### config.mk
export PLATFORM = sky130hd
export DESIGN_NAME = ddabe_engine
export DESIGN_NICKNAME = d
export VERILOG_FILES = /design/src/hdl/ddabe_pkg.sv /design/src/hdl/ddabe_engine.sv /design/src/hdl/ddabe_fifo_mem.sv
export SDC_FILE = /design/constraint.sdc
export NUM_CORES = 1
export LEC_CHECK = 0
export BUFFER_PORTS_ARGS = -buffer_cell sky130_fd_sc_hd__buf_2
export CAP_MARGIN = 20
export CELL_PAD_IN_SITES_DETAIL_PLACEMENT = 1
export CELL_PAD_IN_SITES_GLOBAL_PLACEMENT = 2
export CORE_MARGIN = 3
export CORE_UTILIZATION = 43
export CTS_CLUSTER_DIAMETER = 30
export DETAILED_ROUTE_END_ITERATION = 10
export PLACE_DENSITY = 0.94
export SLEW_MARGIN = 10
export SYNTH_ARGS = -nofsm -noshare
export SYNTH_HDL_FRONTEND = slang
export SYNTH_SLANG_ARGS = --single-unit
### constraint.sdc
create_clock -name sys_clk -period 10.4 [get_ports sys_clk]
set_clock_uncertainty 0.2 [all_clocks]
set_input_delay 2.08 -clock sys_clk [delete_from_list [all_inputs] [get_ports sys_clk]]
set_output_delay 2.08 -clock sys_clk [all_outputs]
set_load 0.01 [all_outputs]
### src/hdl/ddabe_pkg.sv
// Constants for the dual-address burst DMA channel: register map,
// field positions, reset values, unit-size codes and engine states.
// Assumes a 32-bit APB register port and a word-wide internal bus.
package ddabe_pkg;

    // Register byte offsets on APB
    localparam logic [7:0] OFF_SRC_ADDR = 8'h00;
    localparam logic [7:0] OFF_DST_ADDR = 8'h04;
    localparam logic [7:0] OFF_COUNT = 8'h08;
    localparam logic [7:0] OFF_SRC_INC = 8'h0c;
    localparam logic [7:0] OFF_DST_INC = 8'h10;
    localparam logic [7:0] OFF_CTL = 8'h14;
    localparam logic [7:0] OFF_STATUS = 8'h18;
    localparam logic [7:0] OFF_MASTER = 8'h1c;

    // Channel control field positions
    localparam int CTL_ACTIVE = 0;
    localparam int CTL_SINGLE = 1;
    localparam int CTL_UNIT_LO = 2;
    localparam int CTL_UNIT_HI = 4;
    localparam int CTL_SIZE_MODE = 5;
    localparam int CTL_SRC_INH = 6;
    localparam int CTL_DST_INH = 7;
    localparam int CTL_REVERSE = 8;
    localparam int CTL_WIDTH = 9;

    // Status and master control field positions
    localparam int STS_CFG_ERR = 0;
    localparam int STS_DONE = 1;
    localparam int MST_FIFO_USE = 0;

    // Values after reset
    localparam logic [31:0] RST_WORD = 32'h0000_0000;
    localparam logic [CTL_WIDTH-1:0] RST_CTL = 9'h000;

    // Unit-size codes in the control register
    localparam logic [2:0] UNIT_1B = 3'h0;
    localparam logic [2:0] UNIT_2B = 3'h1;
    localparam logic [2:0] UNIT_4B = 3'h2;
    localparam logic [2:0] UNIT_4W = 3'h3;
    localparam logic [2:0] UNIT_8W = 3'h4;
    localparam logic [2:0] UNIT_16W = 3'h5;
    localparam logic [2:0] UNIT_32W = 3'h6;

    // Staging buffer and burst geometry
    localparam int FIFO_DEPTH = 8;
    localparam int FIFO_AW = 3;
    localparam logic [5:0] BOUNDARY_WORDS = 6'h20;
    localparam logic [31:0] INC_PLUS4 = 32'h0000_0004;
    localparam logic [31:0] INC_MINUS4 = 32'hffff_fffc;

    // Engine states
    typedef enum logic [2:0] {ST_IDLE, ST_CHECK, ST_PLAN, ST_READ, ST_WRITE} ddabe_state_e;

endpackage : ddabe_pkg
### src/hdl/ddabe_engine.sv
// One dual-address DMA channel: APB registers, legality check, burst planner
// and staging buffer. Assumes the internal bus acks one beat per busAck.
// What this block does
// [RULE1] Dual-address read-then-write when single select clear
// [RULE2] Illegal settings: flag error, no transfer
// [RULE3] Software aligns low address bits to increment sign
// [RULE4] Descending source keeps low two bits set
// [RULE5] Descending destination keeps low two bits set
// [RULE6] Sixteen or thirty-two word units are errors
// [RULE7] Eight-word staging buffer with byte shifter
// [RULE8] Bursts only for word units with buffer use
// [RULE9] Bursts split at 32-word address boundaries
// [RULE10] Size mode one: repeat full unit bursts
// [RULE11] Size mode zero equal offsets: align first
// [RULE12] Size mode zero unequal: read, then write to alignment
// [RULE13] Size mode zero unequal offsets lock buffer against other channels
// [RULE14] Source inhibit: single word reads
// [RULE15] Destination inhibit: single word writes
// [RULE16] Source increment limits without buffer use
// [RULE17] Destination increment limits without buffer use
// [RULE18] Inhibited side may step any multiple of four
// [RULE19] Reverse byte order of each word
// [RULE20] Software sets reverse only for word settings
// [RULE21] Check finishes before any bus cycle
//
// The register addresses and the APB slave port were chosen for this implementation.
`timescale 1ns/1ps
module ddabe_engine
    import ddabe_pkg::*;
#(
    parameter int DEPTH = FIFO_DEPTH
) (
    // Clock and reset
    input wire logic sys_clk,
    input wire logic resetn,
    // APB slave
    input wire logic [7:0] paddr,
    input wire logic psel,
    input wire logic penable,
    input wire logic pwrite,
    input wire logic [31:0] pwdata,
    output logic [31:0] prdata,
    output logic pready,
    output logic pslverr,
    // Internal bus master
    output logic busReq,
    output logic busWrite,
    output logic [31:0] busAddr,
    output logic [2:0] busSize,
    output logic [3:0] busBeats,
    output logic [31:0] busWdata,
    input wire logic busAck,
    input wire logic [31:0] busRdata,
    // Buffer sharing with other channels
    input wire logic fifoHeldByOther,
    output logic fifoHold
);
    ddabe_state_e state;
    logic [31:0] srcAddr, dstAddr, byteCount, srcInc, dstInc, rdLeft;
    logic [CTL_WIDTH-1:0] chanCtl;
    logic fifoUse, cfgError, doneFlag;
    logic [3:0] fifoCount, beatsLeft;
    logic [FIFO_AW-1:0] head, tail;

    function automatic logic [5:0] min6(input logic [5:0] a, input logic [5:0] b);
        min6 = (a < b) ? a : b;
    endfunction : min6

    function automatic logic incOk(input logic [31:0] inc, input logic inh);
        incOk = (inc == INC_PLUS4) || (inc == INC_MINUS4) || (inh && inc[1:0] == 2'h0);
    endfunction : incOk

    function automatic logic [5:0] wordsLeft(input logic [31:0] bytes);
        wordsLeft = (|bytes[31:5]) ? 6'h08 : {3'h0, bytes[4:2]};
    endfunction : wordsLeft

    function automatic logic [31:0] rotBytes(input logic [31:0] d, input logic [1:0] n);
        unique case (n)
            2'h0: rotBytes = d;
            2'h1: rotBytes = {d[23:0], d[31:24]};
            2'h2: rotBytes = {d[15:0], d[31:16]};
            2'h3: rotBytes = {d[7:0], d[31:8]};
        endcase
    endfunction : rotBytes

    // Control fields
    wire [2:0] unitCode = chanCtl[CTL_UNIT_HI:CTL_UNIT_LO];
    wire ctlActive = chanCtl[CTL_ACTIVE];
    wire ctlSingle = chanCtl[CTL_SINGLE];
    wire sizeMode = chanCtl[CTL_SIZE_MODE];
    wire srcInh = chanCtl[CTL_SRC_INH];
    wire dstInh = chanCtl[CTL_DST_INH];
    wire reverse = chanCtl[CTL_REVERSE];
    wire wordUnit = (unitCode == UNIT_4W) || (unitCode == UNIT_8W);
    wire fifoMode = wordUnit && fifoUse;
    wire [2:0] itemBytes = (unitCode == UNIT_1B) ? 3'h1 : (unitCode == UNIT_2B) ? 3'h2 : 3'h4;
    wire [1:0] lowMask = ~(itemBytes[1:0] - 2'h1);
    wire [5:0] unitWords = (unitCode == UNIT_8W) ? 6'h08 : 6'h04;
    wire [2:0] offMask = (unitCode == UNIT_8W) ? 3'h7 : 3'h3;

    // Legality of the channel settings
    wire negS = srcInc[31];
    wire negD = dstInc[31];
    wire lowOk2 = (srcAddr[0] == negS) && (dstAddr[0] == negD) && !srcInc[0] && !dstInc[0]
        && !byteCount[0];
    wire lowOk4 = (srcAddr[1:0] == {2{negS}}) && (dstAddr[1:0] == {2{negD}}) // [RULE4] [RULE5]
        && (srcInc[1:0] == 2'h0) && (dstInc[1:0] == 2'h0) && (byteCount[1:0] == 2'h0);
    wire incsOk = incOk(srcInc, srcInh) && incOk(dstInc, dstInh);
    logic cfgLegal;
    always_comb begin
        unique case (unitCode)
            UNIT_1B: cfgLegal = !reverse;
            UNIT_2B: cfgLegal = lowOk2 && !reverse;
            UNIT_4B: cfgLegal = lowOk4;
            UNIT_4W, UNIT_8W: cfgLegal = lowOk4 && incsOk && !(fifoUse && reverse);
            default: cfgLegal = 1'b0; // [RULE6]
        endcase
    end

    // Burst planning: burst only when contiguous, buffered and not inhibited
    wire srcBurst = fifoMode && (srcInc == INC_PLUS4) && !srcInh; // [RULE8] [RULE14]
    wire dstBurst = fifoMode && (dstInc == INC_PLUS4) && !dstInh; // [RULE8] [RULE15]
    wire [2:0] sOff = srcAddr[4:2] & offMask;
    wire [2:0] dOff = dstAddr[4:2] & offMask;
    wire [5:0] sBound = BOUNDARY_WORDS - {1'b0, srcAddr[6:2]}; // [RULE9]
    wire [5:0] dBound = BOUNDARY_WORDS - {1'b0, dstAddr[6:2]}; // [RULE9]
    wire [5:0] sAlign = sizeMode ? unitWords : unitWords - {3'h0, sOff}; // [RULE10] [RULE11]
    wire [5:0] dAlign = sizeMode ? unitWords : unitWords - {3'h0, dOff}; // [RULE10] [RULE12]
    wire [5:0] freeSlots = 6'(DEPTH) - {2'h0, fifoCount};
    wire [5:0] rdLen = srcBurst ? min6(min6(min6(wordsLeft(rdLeft), unitWords), sBound),
        min6(freeSlots, sAlign)) : 6'h01; // [RULE12]
    wire [5:0] wrWant = dstBurst ? min6(min6(wordsLeft(byteCount), unitWords),
        min6(dBound, dAlign)) : 6'h01;
    wire [5:0] wrLen = sizeMode ? wrWant : min6(wrWant, {2'h0, fifoCount});
    wire doWrite = (sizeMode && dstBurst) ? ({2'h0, fifoCount} >= wrWant) // [RULE10]
        : (fifoCount != 4'h0); // [RULE11] [RULE12]
    wire needsLock = fifoMode && !sizeMode && (sOff != dOff); // [RULE13]

    // Beat events and the byte shifter feeding the buffer
    wire pushEn = (state == ST_READ) && busAck;
    wire popEn = (state == ST_WRITE) && busAck;
    wire [31:0] swapped = {busRdata[7:0], busRdata[15:8], busRdata[23:16], busRdata[31:24]};
    wire [1:0] rot = (dstAddr[1:0] & lowMask) - (srcAddr[1:0] & lowMask);
    wire [31:0] pushData = rotBytes(reverse ? swapped : busRdata, rot); // [RULE7] [RULE19]
    wire [FIFO_AW-1:0] rdAddr = popEn ? head + 3'h1 : head;

    // Check outcome
    wire checkBad = (state == ST_CHECK) && (ctlSingle || !cfgLegal); // [RULE1]
    wire setCfgErr = (state == ST_CHECK) && !ctlSingle && !cfgLegal; // [RULE2]
    wire finish = (state == ST_PLAN) && (byteCount == 32'h0);
    wire checkGo = (state == ST_CHECK) && !checkBad && !(needsLock && fifoHeldByOther);

    // APB decode
    wire apbSetup = psel && !penable;
    wire apbDone = psel && penable && pready;
    wire idle = (state == ST_IDLE);
    wire mapped = (paddr[1:0] == 2'h0) && (paddr <= OFF_MASTER);
    wire wrEn = apbDone && pwrite && mapped;
    wire cfgWr = wrEn && idle;
    wire stsWr = wrEn && (paddr == OFF_STATUS);
    logic [31:0] rdMux;
    always_comb begin
        unique case (paddr)
            OFF_SRC_ADDR: rdMux = srcAddr;
            OFF_DST_ADDR: rdMux = dstAddr;
            OFF_COUNT: rdMux = byteCount;
            OFF_SRC_INC: rdMux = srcInc;
            OFF_DST_INC: rdMux = dstInc;
            OFF_CTL: rdMux = {23'h0, chanCtl};
            OFF_STATUS: rdMux = {30'h0, doneFlag, cfgError};
            OFF_MASTER: rdMux = {31'h0, fifoUse};
            default: rdMux = 32'h0;
        endcase
    end

    // APB answer: no wait states, read data sampled in setup
    always_ff @(posedge sys_clk or negedge resetn) begin
        if (!resetn) begin
            pready <= 1'b0;
            pslverr <= 1'b0;
            prdata <= RST_WORD;
        end else begin
            pready <= apbSetup;
            pslverr <= apbSetup && !mapped;
            prdata <= (apbSetup && !pwrite) ? rdMux : prdata;
        end
    end

    // Channel registers; software writes only while idle
    always_ff @(posedge sys_clk or negedge resetn) begin
        if (!resetn) begin
            srcAddr <= RST_WORD;
            dstAddr <= RST_WORD;
            byteCount <= RST_WORD;
            srcInc <= RST_WORD;
            dstInc <= RST_WORD;
            chanCtl <= RST_CTL;
            fifoUse <= 1'b0;
        end else begin
            if (cfgWr && paddr == OFF_SRC_ADDR) srcAddr <= pwdata;
            else if (pushEn) srcAddr <= srcAddr + srcInc;
            if (cfgWr && paddr == OFF_DST_ADDR) dstAddr <= pwdata;
            else if (popEn) dstAddr <= dstAddr + dstInc;
            if (cfgWr && paddr == OFF_COUNT) byteCount <= pwdata;
            else if (popEn) byteCount <= byteCount - {29'h0, itemBytes};
            if (cfgWr && paddr == OFF_SRC_INC) srcInc <= pwdata;
            if (cfgWr && paddr == OFF_DST_INC) dstInc <= pwdata;
            if (cfgWr && paddr == OFF_MASTER) fifoUse <= pwdata[MST_FIFO_USE];
            if (cfgWr && paddr == OFF_CTL) chanCtl <= pwdata[CTL_WIDTH-1:0];
            else if (checkBad || finish) chanCtl[CTL_ACTIVE] <= 1'b0; // [RULE2]
        end
    end

    // Sticky status, write one to clear, setting wins
    always_ff @(posedge sys_clk or negedge resetn) begin
        if (!resetn) begin
            cfgError <= 1'b0;
            doneFlag <= 1'b0;
        end else begin
            cfgError <= setCfgErr || (cfgError && !(stsWr && pwdata[STS_CFG_ERR])); // [RULE2]
            doneFlag <= finish || (doneFlag && !(stsWr && pwdata[STS_DONE]));
        end
    end

    // Buffer occupancy and pointers
    always_ff @(posedge sys_clk or negedge resetn) begin
        if (!resetn) begin
            head <= '0;
            tail <= '0;
            fifoCount <= 4'h0;
        end else begin
            if (pushEn) tail <= tail + 3'h1;
            if (popEn) head <= head + 3'h1;
            fifoCount <= fifoCount + {3'h0, pushEn} - {3'h0, popEn};
        end
    end

    // Engine: check, plan each burst, run beats
    always_ff @(posedge sys_clk or negedge resetn) begin
        if (!resetn) begin
            state <= ST_IDLE;
            busReq <= 1'b0;
            busWrite <= 1'b0;
            busAddr <= RST_WORD;
            busSize <= 3'h4;
            busBeats <= 4'h0;
            beatsLeft <= 4'h0;
            rdLeft <= RST_WORD;
            fifoHold <= 1'b0;
        end else begin
            unique case (state)
                ST_IDLE: begin
                    if (ctlActive) state <= ST_CHECK;
                end
                ST_CHECK: begin
                    if (checkBad) begin
                        state <= ST_IDLE; // [RULE21]
                    end else if (checkGo) begin
                        state <= ST_PLAN;
                        fifoHold <= needsLock; // [RULE13]
                        rdLeft <= byteCount;
                    end
                end
                ST_PLAN: begin
                    busSize <= itemBytes;
                    if (finish) begin
                        state <= ST_IDLE;
                        fifoHold <= 1'b0;
                    end else if (doWrite) begin
                        state <= ST_WRITE;
                        busReq <= 1'b1;
                        busWrite <= 1'b1;
                        busAddr <= {dstAddr[31:2], dstAddr[1:0] & lowMask};
                        busBeats <= wrLen[3:0];
                        beatsLeft <= wrLen[3:0];
                    end else begin
                        state <= ST_READ; // [RULE1]
                        busReq <= 1'b1;
                        busWrite <= 1'b0;
                        busAddr <= {srcAddr[31:2], srcAddr[1:0] & lowMask};
                        busBeats <= rdLen[3:0];
                        beatsLeft <= rdLen[3:0];
                    end
                end
                ST_READ, ST_WRITE: begin
                    if (busAck) begin
                        beatsLeft <= beatsLeft - 4'h1;
                        if (state == ST_READ) rdLeft <= rdLeft - {29'h0, itemBytes};
                        if (beatsLeft == 4'h1) begin
                            busReq <= 1'b0;
                            state <= ST_PLAN;
                        end
                    end
                end
            endcase
        end
    end

    // Staging buffer storage; write data leaves straight from its register
    ddabe_fifo_mem #(.WIDTH(32), .DEPTH(DEPTH), .AW(FIFO_AW)) u_mem (
        .sys_clk(sys_clk),
        .resetn(resetn),
        .wrEn(pushEn),
        .wrAddr(tail),
        .wrData(pushData),
        .rdAddr(rdAddr),
        .rdData(busWdata)
    );
endmodule : ddabe_engine

### src/hdl/ddabe_fifo_mem.sv
// Word storage of the channel's staging buffer, one write and one read port.
// Read data comes out of a register one edge after the read address.
`timescale 1ns/1ps
module ddabe_fifo_mem #(
    parameter int WIDTH = 32,
    parameter int DEPTH = 8,
    parameter int AW = 3
) (
    // Clock and reset
    input wire logic sys_clk,
    input wire logic resetn,
    // Write port
    input wire logic wrEn,
    input wire logic [AW-1:0] wrAddr,
    input wire logic [WIDTH-1:0] wrData,
    // Read port
    input wire logic [AW-1:0] rdAddr,
    output logic [WIDTH-1:0] rdData
);
    logic [WIDTH-1:0] mem [DEPTH];

    // Storage array, no reset needed
    always_ff @(posedge sys_clk) begin
        if (wrEn) begin
            mem[wrAddr] <= wrData;
        end
    end

    // Registered read
    always_ff @(posedge sys_clk or negedge resetn) begin
        if (!resetn) begin
            rdData <= '0;
        end else begin
            rdData <= mem[rdAddr];
        end
    end
endmodule : ddabe_fifo_mem

Word level (Yosys, flattened, before mapping)

Memories as Yosys holds them, arrays and structs flattened. A register that Yosys moved wholly into a read port is not among the register bits.
Cells that the tools add are included.

Bits in registers: 297
Latch bits: 0
RAM bits: 256
ROM bits: 0
Input bits: 79
Output and inout port bits: 108
Logic and storage cells: 264
Memories kept: 1

Add/subtract/negate cells: 16
Multiply operators: 0
Div/mod/pow operators: 0
$lt $le $gt $ge: 10
Eq/ne operators: 37
Shift-type cells: 0
Muxes and demuxes: 62
Bitwise gates (word level): 6
Reductions and logical operators: 107

Memories:

| memory    | depth | bits a word | read ports | clocked after Yosys merged registers in | write ports | line                 | text |
|---|---|---|---|---|---|---|---|
| u_mem.mem | 8     | 32          | 1          | 1                                       | 1           | ddabe_fifo_mem.sv:20 | `logic [WIDTH-1:0] mem [DEPTH];` |

Operators by type and width:

| kind                                                 | number |
|---|---|
| two-way mux 32 bit                                   | 12 |
| one-hot mux 32 bit (8 select lines)                  | 1 |
| one-hot mux 32 bit (4 select lines)                  | 1 |
| adder 32 bit                                         | 2 |
| equality test 32 x 3 -> 1 bit, second input constant | 2 |
| equality test 32 bit, second input constant          | 2 |
| one-hot mux 32 bit (2 select lines)                  | 1 |
| subtractor 32 x 3 -> 32 bit                          | 2 |
| OR reduction 27 bit                                  | 2 |
| logical AND 1 bit                                    | 53 |
| two-way mux 4 bit                                    | 12 |
| two-way mux 6 bit                                    | 7 |
| two-way mux 3 bit                                    | 11 |
| equality test 8 x 5 -> 1 bit, second input constant  | 4 |
| logical NOT 32 bit                                   | 1 |
| logical NOT 1 bit                                    | 18 |
| < comparator 6 bit                                   | 3 |
| equality test 8 x 4 -> 1 bit, second input constant  | 2 |
| != test 2 bit, second input constant                 | 8 |
| nonzero test 2 bit                                   | 7 |
| equality test 3 x 2 -> 1 bit, second input constant  | 4 |
| < comparator 4 x 6 -> 1 bit                          | 2 |
| two-way mux 1 bit                                    | 12 |
| one-hot mux 3 bit (4 select lines)                   | 1 |
| other kinds (40)                                     | 68 |

Longest topological paths before layout

Depth after elaboration: 17
Gate-level depth with buffers: 32
Depth with buffers taken out: 30

Modules after synthesis

Synthesis repeated with hierarchy kept, for this count alone.

Cells, all modules: 2604
Area, all modules: 30768.3 sq um

Modules (own cells, without submodules):

| module         | instances | cells each | area an instance (sq um) | sequential area each (sq um) |
|---|---|---|---|---|
| ddabe_engine   | 1         | 2189       | 20141.8                  | 7433.4 |
| ddabe_fifo_mem | 1         | 415        | 10626.4                  | 8488.1 |

Worst setup path after synthesis

OpenSTA, ideal clock, no wires.

Path type: input port to flip-flop
Start point: input busAck
End point: memory u_mem.mem[2][0] (enable)
Setup time: 513 ps
Arrival time: 6154 ps
Required time: 9687 ps
Path slack: 3533 ps
Stages on the path: 5
Buffers on the path: 2
Cell sequence: and3_1 clkbuf_1 inv_2 clkbuf_1 nor4b_1

Longest elaborated chain between the ends: 3

RTL lines:

| item                                    | line                 | text |
|---|---|---|
| start: declaration                      | ddabe_engine.sv:52   | `input wire logic busAck,` |
| logical AND 1 bit                       | ddabe_engine.sv:140  | `wire pushEn = (state == ST_READ) && busAck;` |
| two-way mux 1 bit                       | ddabe_fifo_mem.sv:24 | `if (wrEn) begin` |
| two-way mux 1 bit (implied by the code) | ddabe_fifo_mem.sv:25 | `mem[wrAddr] <= wrData;` |
| end: declaration                        | ddabe_fifo_mem.sv:20 |  |

Every way passes these cells.

Worst setup path in the final report

Start point: register byteCount[6]
End point: register busBeats[0]

Longest elaborated chain between the ends: 11
Elaborated cells on any way between the ends: 17
Those cells by class: 4 x order compare; 8 x mux; 1 x bitwise; 4 x reduce/logical

RTL lines:

| item                        | line                | text |
|---|---|---|
| start: declaration          | ddabe_engine.sv:59  | `logic [31:0] srcAddr, dstAddr, byteCount, srcInc, dstInc, rdLeft;` |
| start signal: assignment    | ddabe_engine.sv:204 | `if (cfgWr && paddr == OFF_COUNT) byteCount <= pwdata;` |
| start signal: assignment    | ddabe_engine.sv:205 | `else if (popEn) byteCount <= byteCount - {29'h0, itemBytes};` |
| OR reduction 27 bit         | ddabe_engine.sv:74  | `wordsLeft = (\|bytes[31:5]) ? 6'h08 : {3'h0, bytes[4:2]};` |
| two-way mux 4 bit           | ddabe_engine.sv:74  |  |
| < comparator 4 bit          | ddabe_engine.sv:66  | `min6 = (a < b) ? a : b;` |
| two-way mux 4 bit           | ddabe_engine.sv:66  |  |
| < comparator 4 x 6 -> 1 bit | ddabe_engine.sv:66  |  |
| two-way mux 6 bit           | ddabe_engine.sv:66  |  |
| two-way mux 6 bit           | ddabe_engine.sv:132 | `wire [5:0] wrWant = dstBurst ? min6(min6(wordsLeft(byteCount), unitWords),` |
| < comparator 6 x 4 -> 1 bit | ddabe_engine.sv:66  |  |
| two-way mux 4 bit           | ddabe_engine.sv:66  |  |
| two-way mux 4 bit           | ddabe_engine.sv:134 | `wire [5:0] wrLen = sizeMode ? wrWant : min6(wrWant, {2'h0, fifoCount});` |
| two-way mux 4 bit           | ddabe_engine.sv:269 | `end else if (doWrite) begin` |
| end signal: assignment      | ddabe_engine.sv:274 | `busBeats <= wrLen[3:0];` |
| end signal: assignment      | ddabe_engine.sv:281 | `busBeats <= rdLen[3:0];` |
| end: declaration            | ddabe_engine.sv:50  | `output logic [3:0] busBeats,` |

Several ways; a longest one is shown, not always the timed one.
A chain may end at the register's enable or synchronous reset.

==> results.yml <==
detailed_routing:
  routed_wl_mm: 122
  dr_total_vias: 27900
  vias_per_cell: 6.48
  drtAntennaViolNets: 0
  drt_first_iter_violations: 3173
  drc: 0
  wl_per_cell_um: 28.3
  drt-pass1-iter-count: 9
global_route:
  grt_max_degree: 108
  grt_pass1_vias: 29400
  antenna_found_initial: 3
  overflow: 0
  grt.total_usage_pct: 32.1
  grt_pass1_wl_mm: 183
placed_design:
  hpwl_mm: 77.4
  dpl_cell_area_mm2: 0.0330
  place_congestion: 0.976
  portBuffers: 186
critical_path:
  crit_family: "simple AND/OR/NAND/NOR gates"
  worstSetupPathType: "register to register"
  critPathSlowestCell: "or4_1"
  cp-start-kind: "register"
  end_kind: "register"
  critical_path_buf_inv_count: 2
  cpMostUsedCell: "o21ai_1"
  path_max_fanout: 43
  r2r_end: "busBeats[0]"
  critPathArrivalTime_ns: 7.80
  cp_slowest_stage_delay_ns: 0.71
  worstPathRequired_ns: 10.77
  r2r-start: "byteCount[6]"
  r2r_slack_ns: 2.96
  rr_worst_depth: 25
timing:
  tns_ns: 0
  setup-violations-final: 0
  hold_viol_final: 0
  whs_ns: 0.274
  worstMarginPinSlew_ns: 1.25
  period_needed_ns: 7.44
  max_slew_margin_pct: 14.3
  slew_viol_final: 0
  rsz0062_at_grt: "false"
  fin_crit_sh_pct: 71.5
  timing.fmax_ghz: 0.134
floorplanning:
  design.die.area_mm2: 0.0751
  start_util_pct: 43.7
  fp.coreArea_mm2: 0.0706
  rows: 97
  die_h_um: 274
  dieWidth_um: 274
  boundaryPins: 187
min_path:
  hold_depth: 2
  hold_end: "busSize[0]"
  min_path_type: "register to register"
  hold_start: "busSize[0]"
power_and_ir_drop:
  static-leakage-power_uw: 0.0158
  powerDensity_mw_per_mm2: 297
  peakVddDrop_v: 0.000149
clocking:
  clk_path_buf_depth: 3
  postCtsHoldBufs: 0
  cts_tree: "done"
  path_clk_slew_ns: 0.04
  cts-root-buf: "clkbuf_16"
  cts_sinks: 585
  clock_latency_ns: 0.72
  cts_resized: 0
  cts_inserted_buffers: 134
  cts_setup_buffers: 0
  htreeDepth: 4
run:
  maxCapViolCount: 0
final_layout:
  num-fill-cells: 7705
  nNetsFinal: 3451
  final_area_mm2: 0.0378
  syn_to_final_growth_pct: 22.2
  fin_util_pct: 53.4
  drive_gt1_share_pct: 16.1
  ff_latch_area_mm2: 0.0159
  antennaDiodeCount: 0
  multi_input_comb_area_mm2: 0.0143
logic_synthesis:
  ys.flop_type: "dfrtp_1"
  synth_edf_count: 256
  synth_seq_cells: 585
  syn_inst: 3049
  syn_area_mm2: 0.0309
  synth_cell_types: 84
  avgSynthCellArea_um2: 10.1
  async_flop_share_pct: 56.2
  ys_seq_area_share_pct: 51.5
  yosysWarnings: 0
status:
  status: "finished clean"
-- per-layer routing --
layer	vias to the layer above	global-route usage, %	part of all wire [%]
met3	367	6.14	8.1
met4	2	15.5	4.9
li1	11700	-	-
met5	-	0	0.0098
met1	14400	41.6	40
met2	1493	51.7	47
-- sequential cells by signal (all words and copies together) (netlist names), 9 cells and up --
signal,count
byteCount,32
srcAddr,32
chanCtl,9
busAddr,32
dstInc,32
rdLeft,32
srcInc,32
dstAddr,32
u_mem.rdData,32
u_mem.mem,256
prdata,32
-- placed cells by master (no fill, tap or decap), types with 20 or more instances in the layout --
cell	n
a22oi_1	94
ha_1	111
o21ai_1	179
a222oi_1	24
edfxtp_1	256
buf_2	185
nand2_1	495
nor4_1	30
a21o_1	40
buf_4	49
a31oi_1	72
mux2i_1	50
a21oi_1	114
xor2_1	37
clkbuf_1	20
xnor2_1	47
nand3_1	184
nand2b_1	23
o21ai_0	44
clkbuf_16	134
nor3_1	63
nor2_1	182
mux2_1	87
mux2_2	24
nand4_1	31
inv_1	59
dfrtp_1	328
nor2b_1	22
-- synthesized netlist by cell type, types with 69 or more instances --
cell type / n / area (um2)
nand2_1: 495 / 1860
dfrtp_1: 328 / 8210
edfxtp_1: 256 / 7690
nor2_1: 186 / 698
nand3_1: 185 / 926
o21ai_1: 180 / 901
clkbuf_1: 147 / 552
a21oi_1: 115 / 576
ha_1: 111 / 1390
a22oi_1: 95 / 713
mux2_1: 87 / 980
a31oi_1: 73 / 457
nor3_1: 69 / 345
-- worst reg2reg max path, stage by stage, from the launching register on --
cell and delay [ns]:
dfrtp_1 0.45, or4_1 0.64, or4_1 0.43, or4_1 0.71, ha_1 0.39, nor2_1 0.08, nor4b_2 0.34, ha_1 0.30
o21ai_1 0.13, nand2b_1 0.07, a21oi_1 0.16, a21oi_1 0.08, o21ai_2 0.17, and2_1 0.18, o21ai_1 0.09, ha_1 0.32
nor2b_1 0.13, o21ai_1 0.11, nand2b_1 0.07, a21oi_1 0.20, nand2_1 0.11, mux2i_4 0.14, buf_4 0.56, inv_2 0.67
o31ai_1 0.49, o21ai_1 0.09
-- power breakdown --
| group | switching (uW) | total, uW | internal (uW) |
|---|---|---|---|
| clock | 1470 | 4380 | 2910 |
| sequential | 407 | 3350 | 2940 |
| combinational | 2340 | 3480 | 1140 |
| total | 4220 | 11200 | 6980 |
-- area by class of cell --
cell class | count | area share (%)
multi-input cells | 2229 | 37.9
inverters | 69 | 0.689
well taps | 940 | 3.12
clock buffers | 170 | 9.66
repair buffers | 237 | 3.59
clock inverters | 78 | 2.85
flip-flops and latches | 585 | 42.2
-- cells by family (layout without fill, tap and decap cells) --
group                      count (synthesis)  after routing  synth area share, %
AOI/OAI and AO/OA                        706            706                 14.7
xor gates and xnor gates                  87             87                 2.47
adders and majority gates                116            116                 4.82
buffers and inverters                    239            554                 2.92
DFF                                      585            585                 51.5
muxes                                    174            174                 6.53
other                                      2              6               0.0243
and+or+nand+nor                         1140           1140                 17.0
-- stage by stage --
step                      power, uW  setup WS, ns  cells
after global routing          11700          2.49   4308
after CTS                     11200          3.02   4306
after global placement         6440          3.33   4058
final                         11200          2.96   4308
after detailed placement       6660          3.03   4058
after floorplan                5410          3.53   3053
-- how the worst max path moves through the flow --
stage                       start  cells after the start               to  slack [ns]
floorplan                  busAck                      5  u_mem.mem[2][0]        3.53
global placement    byteCount[19]                     25     beatsLeft[0]        3.33
detailed placement   byteCount[5]                     25      busBeats[0]        3.03
CTS                  byteCount[5]                     25      busBeats[0]        3.02
global route           chanCtl[3]                     28     beatsLeft[0]        2.49
finish               byteCount[6]                     25      busBeats[0]        2.96
No activity file was read; power rests on OpenSTA's default activity.
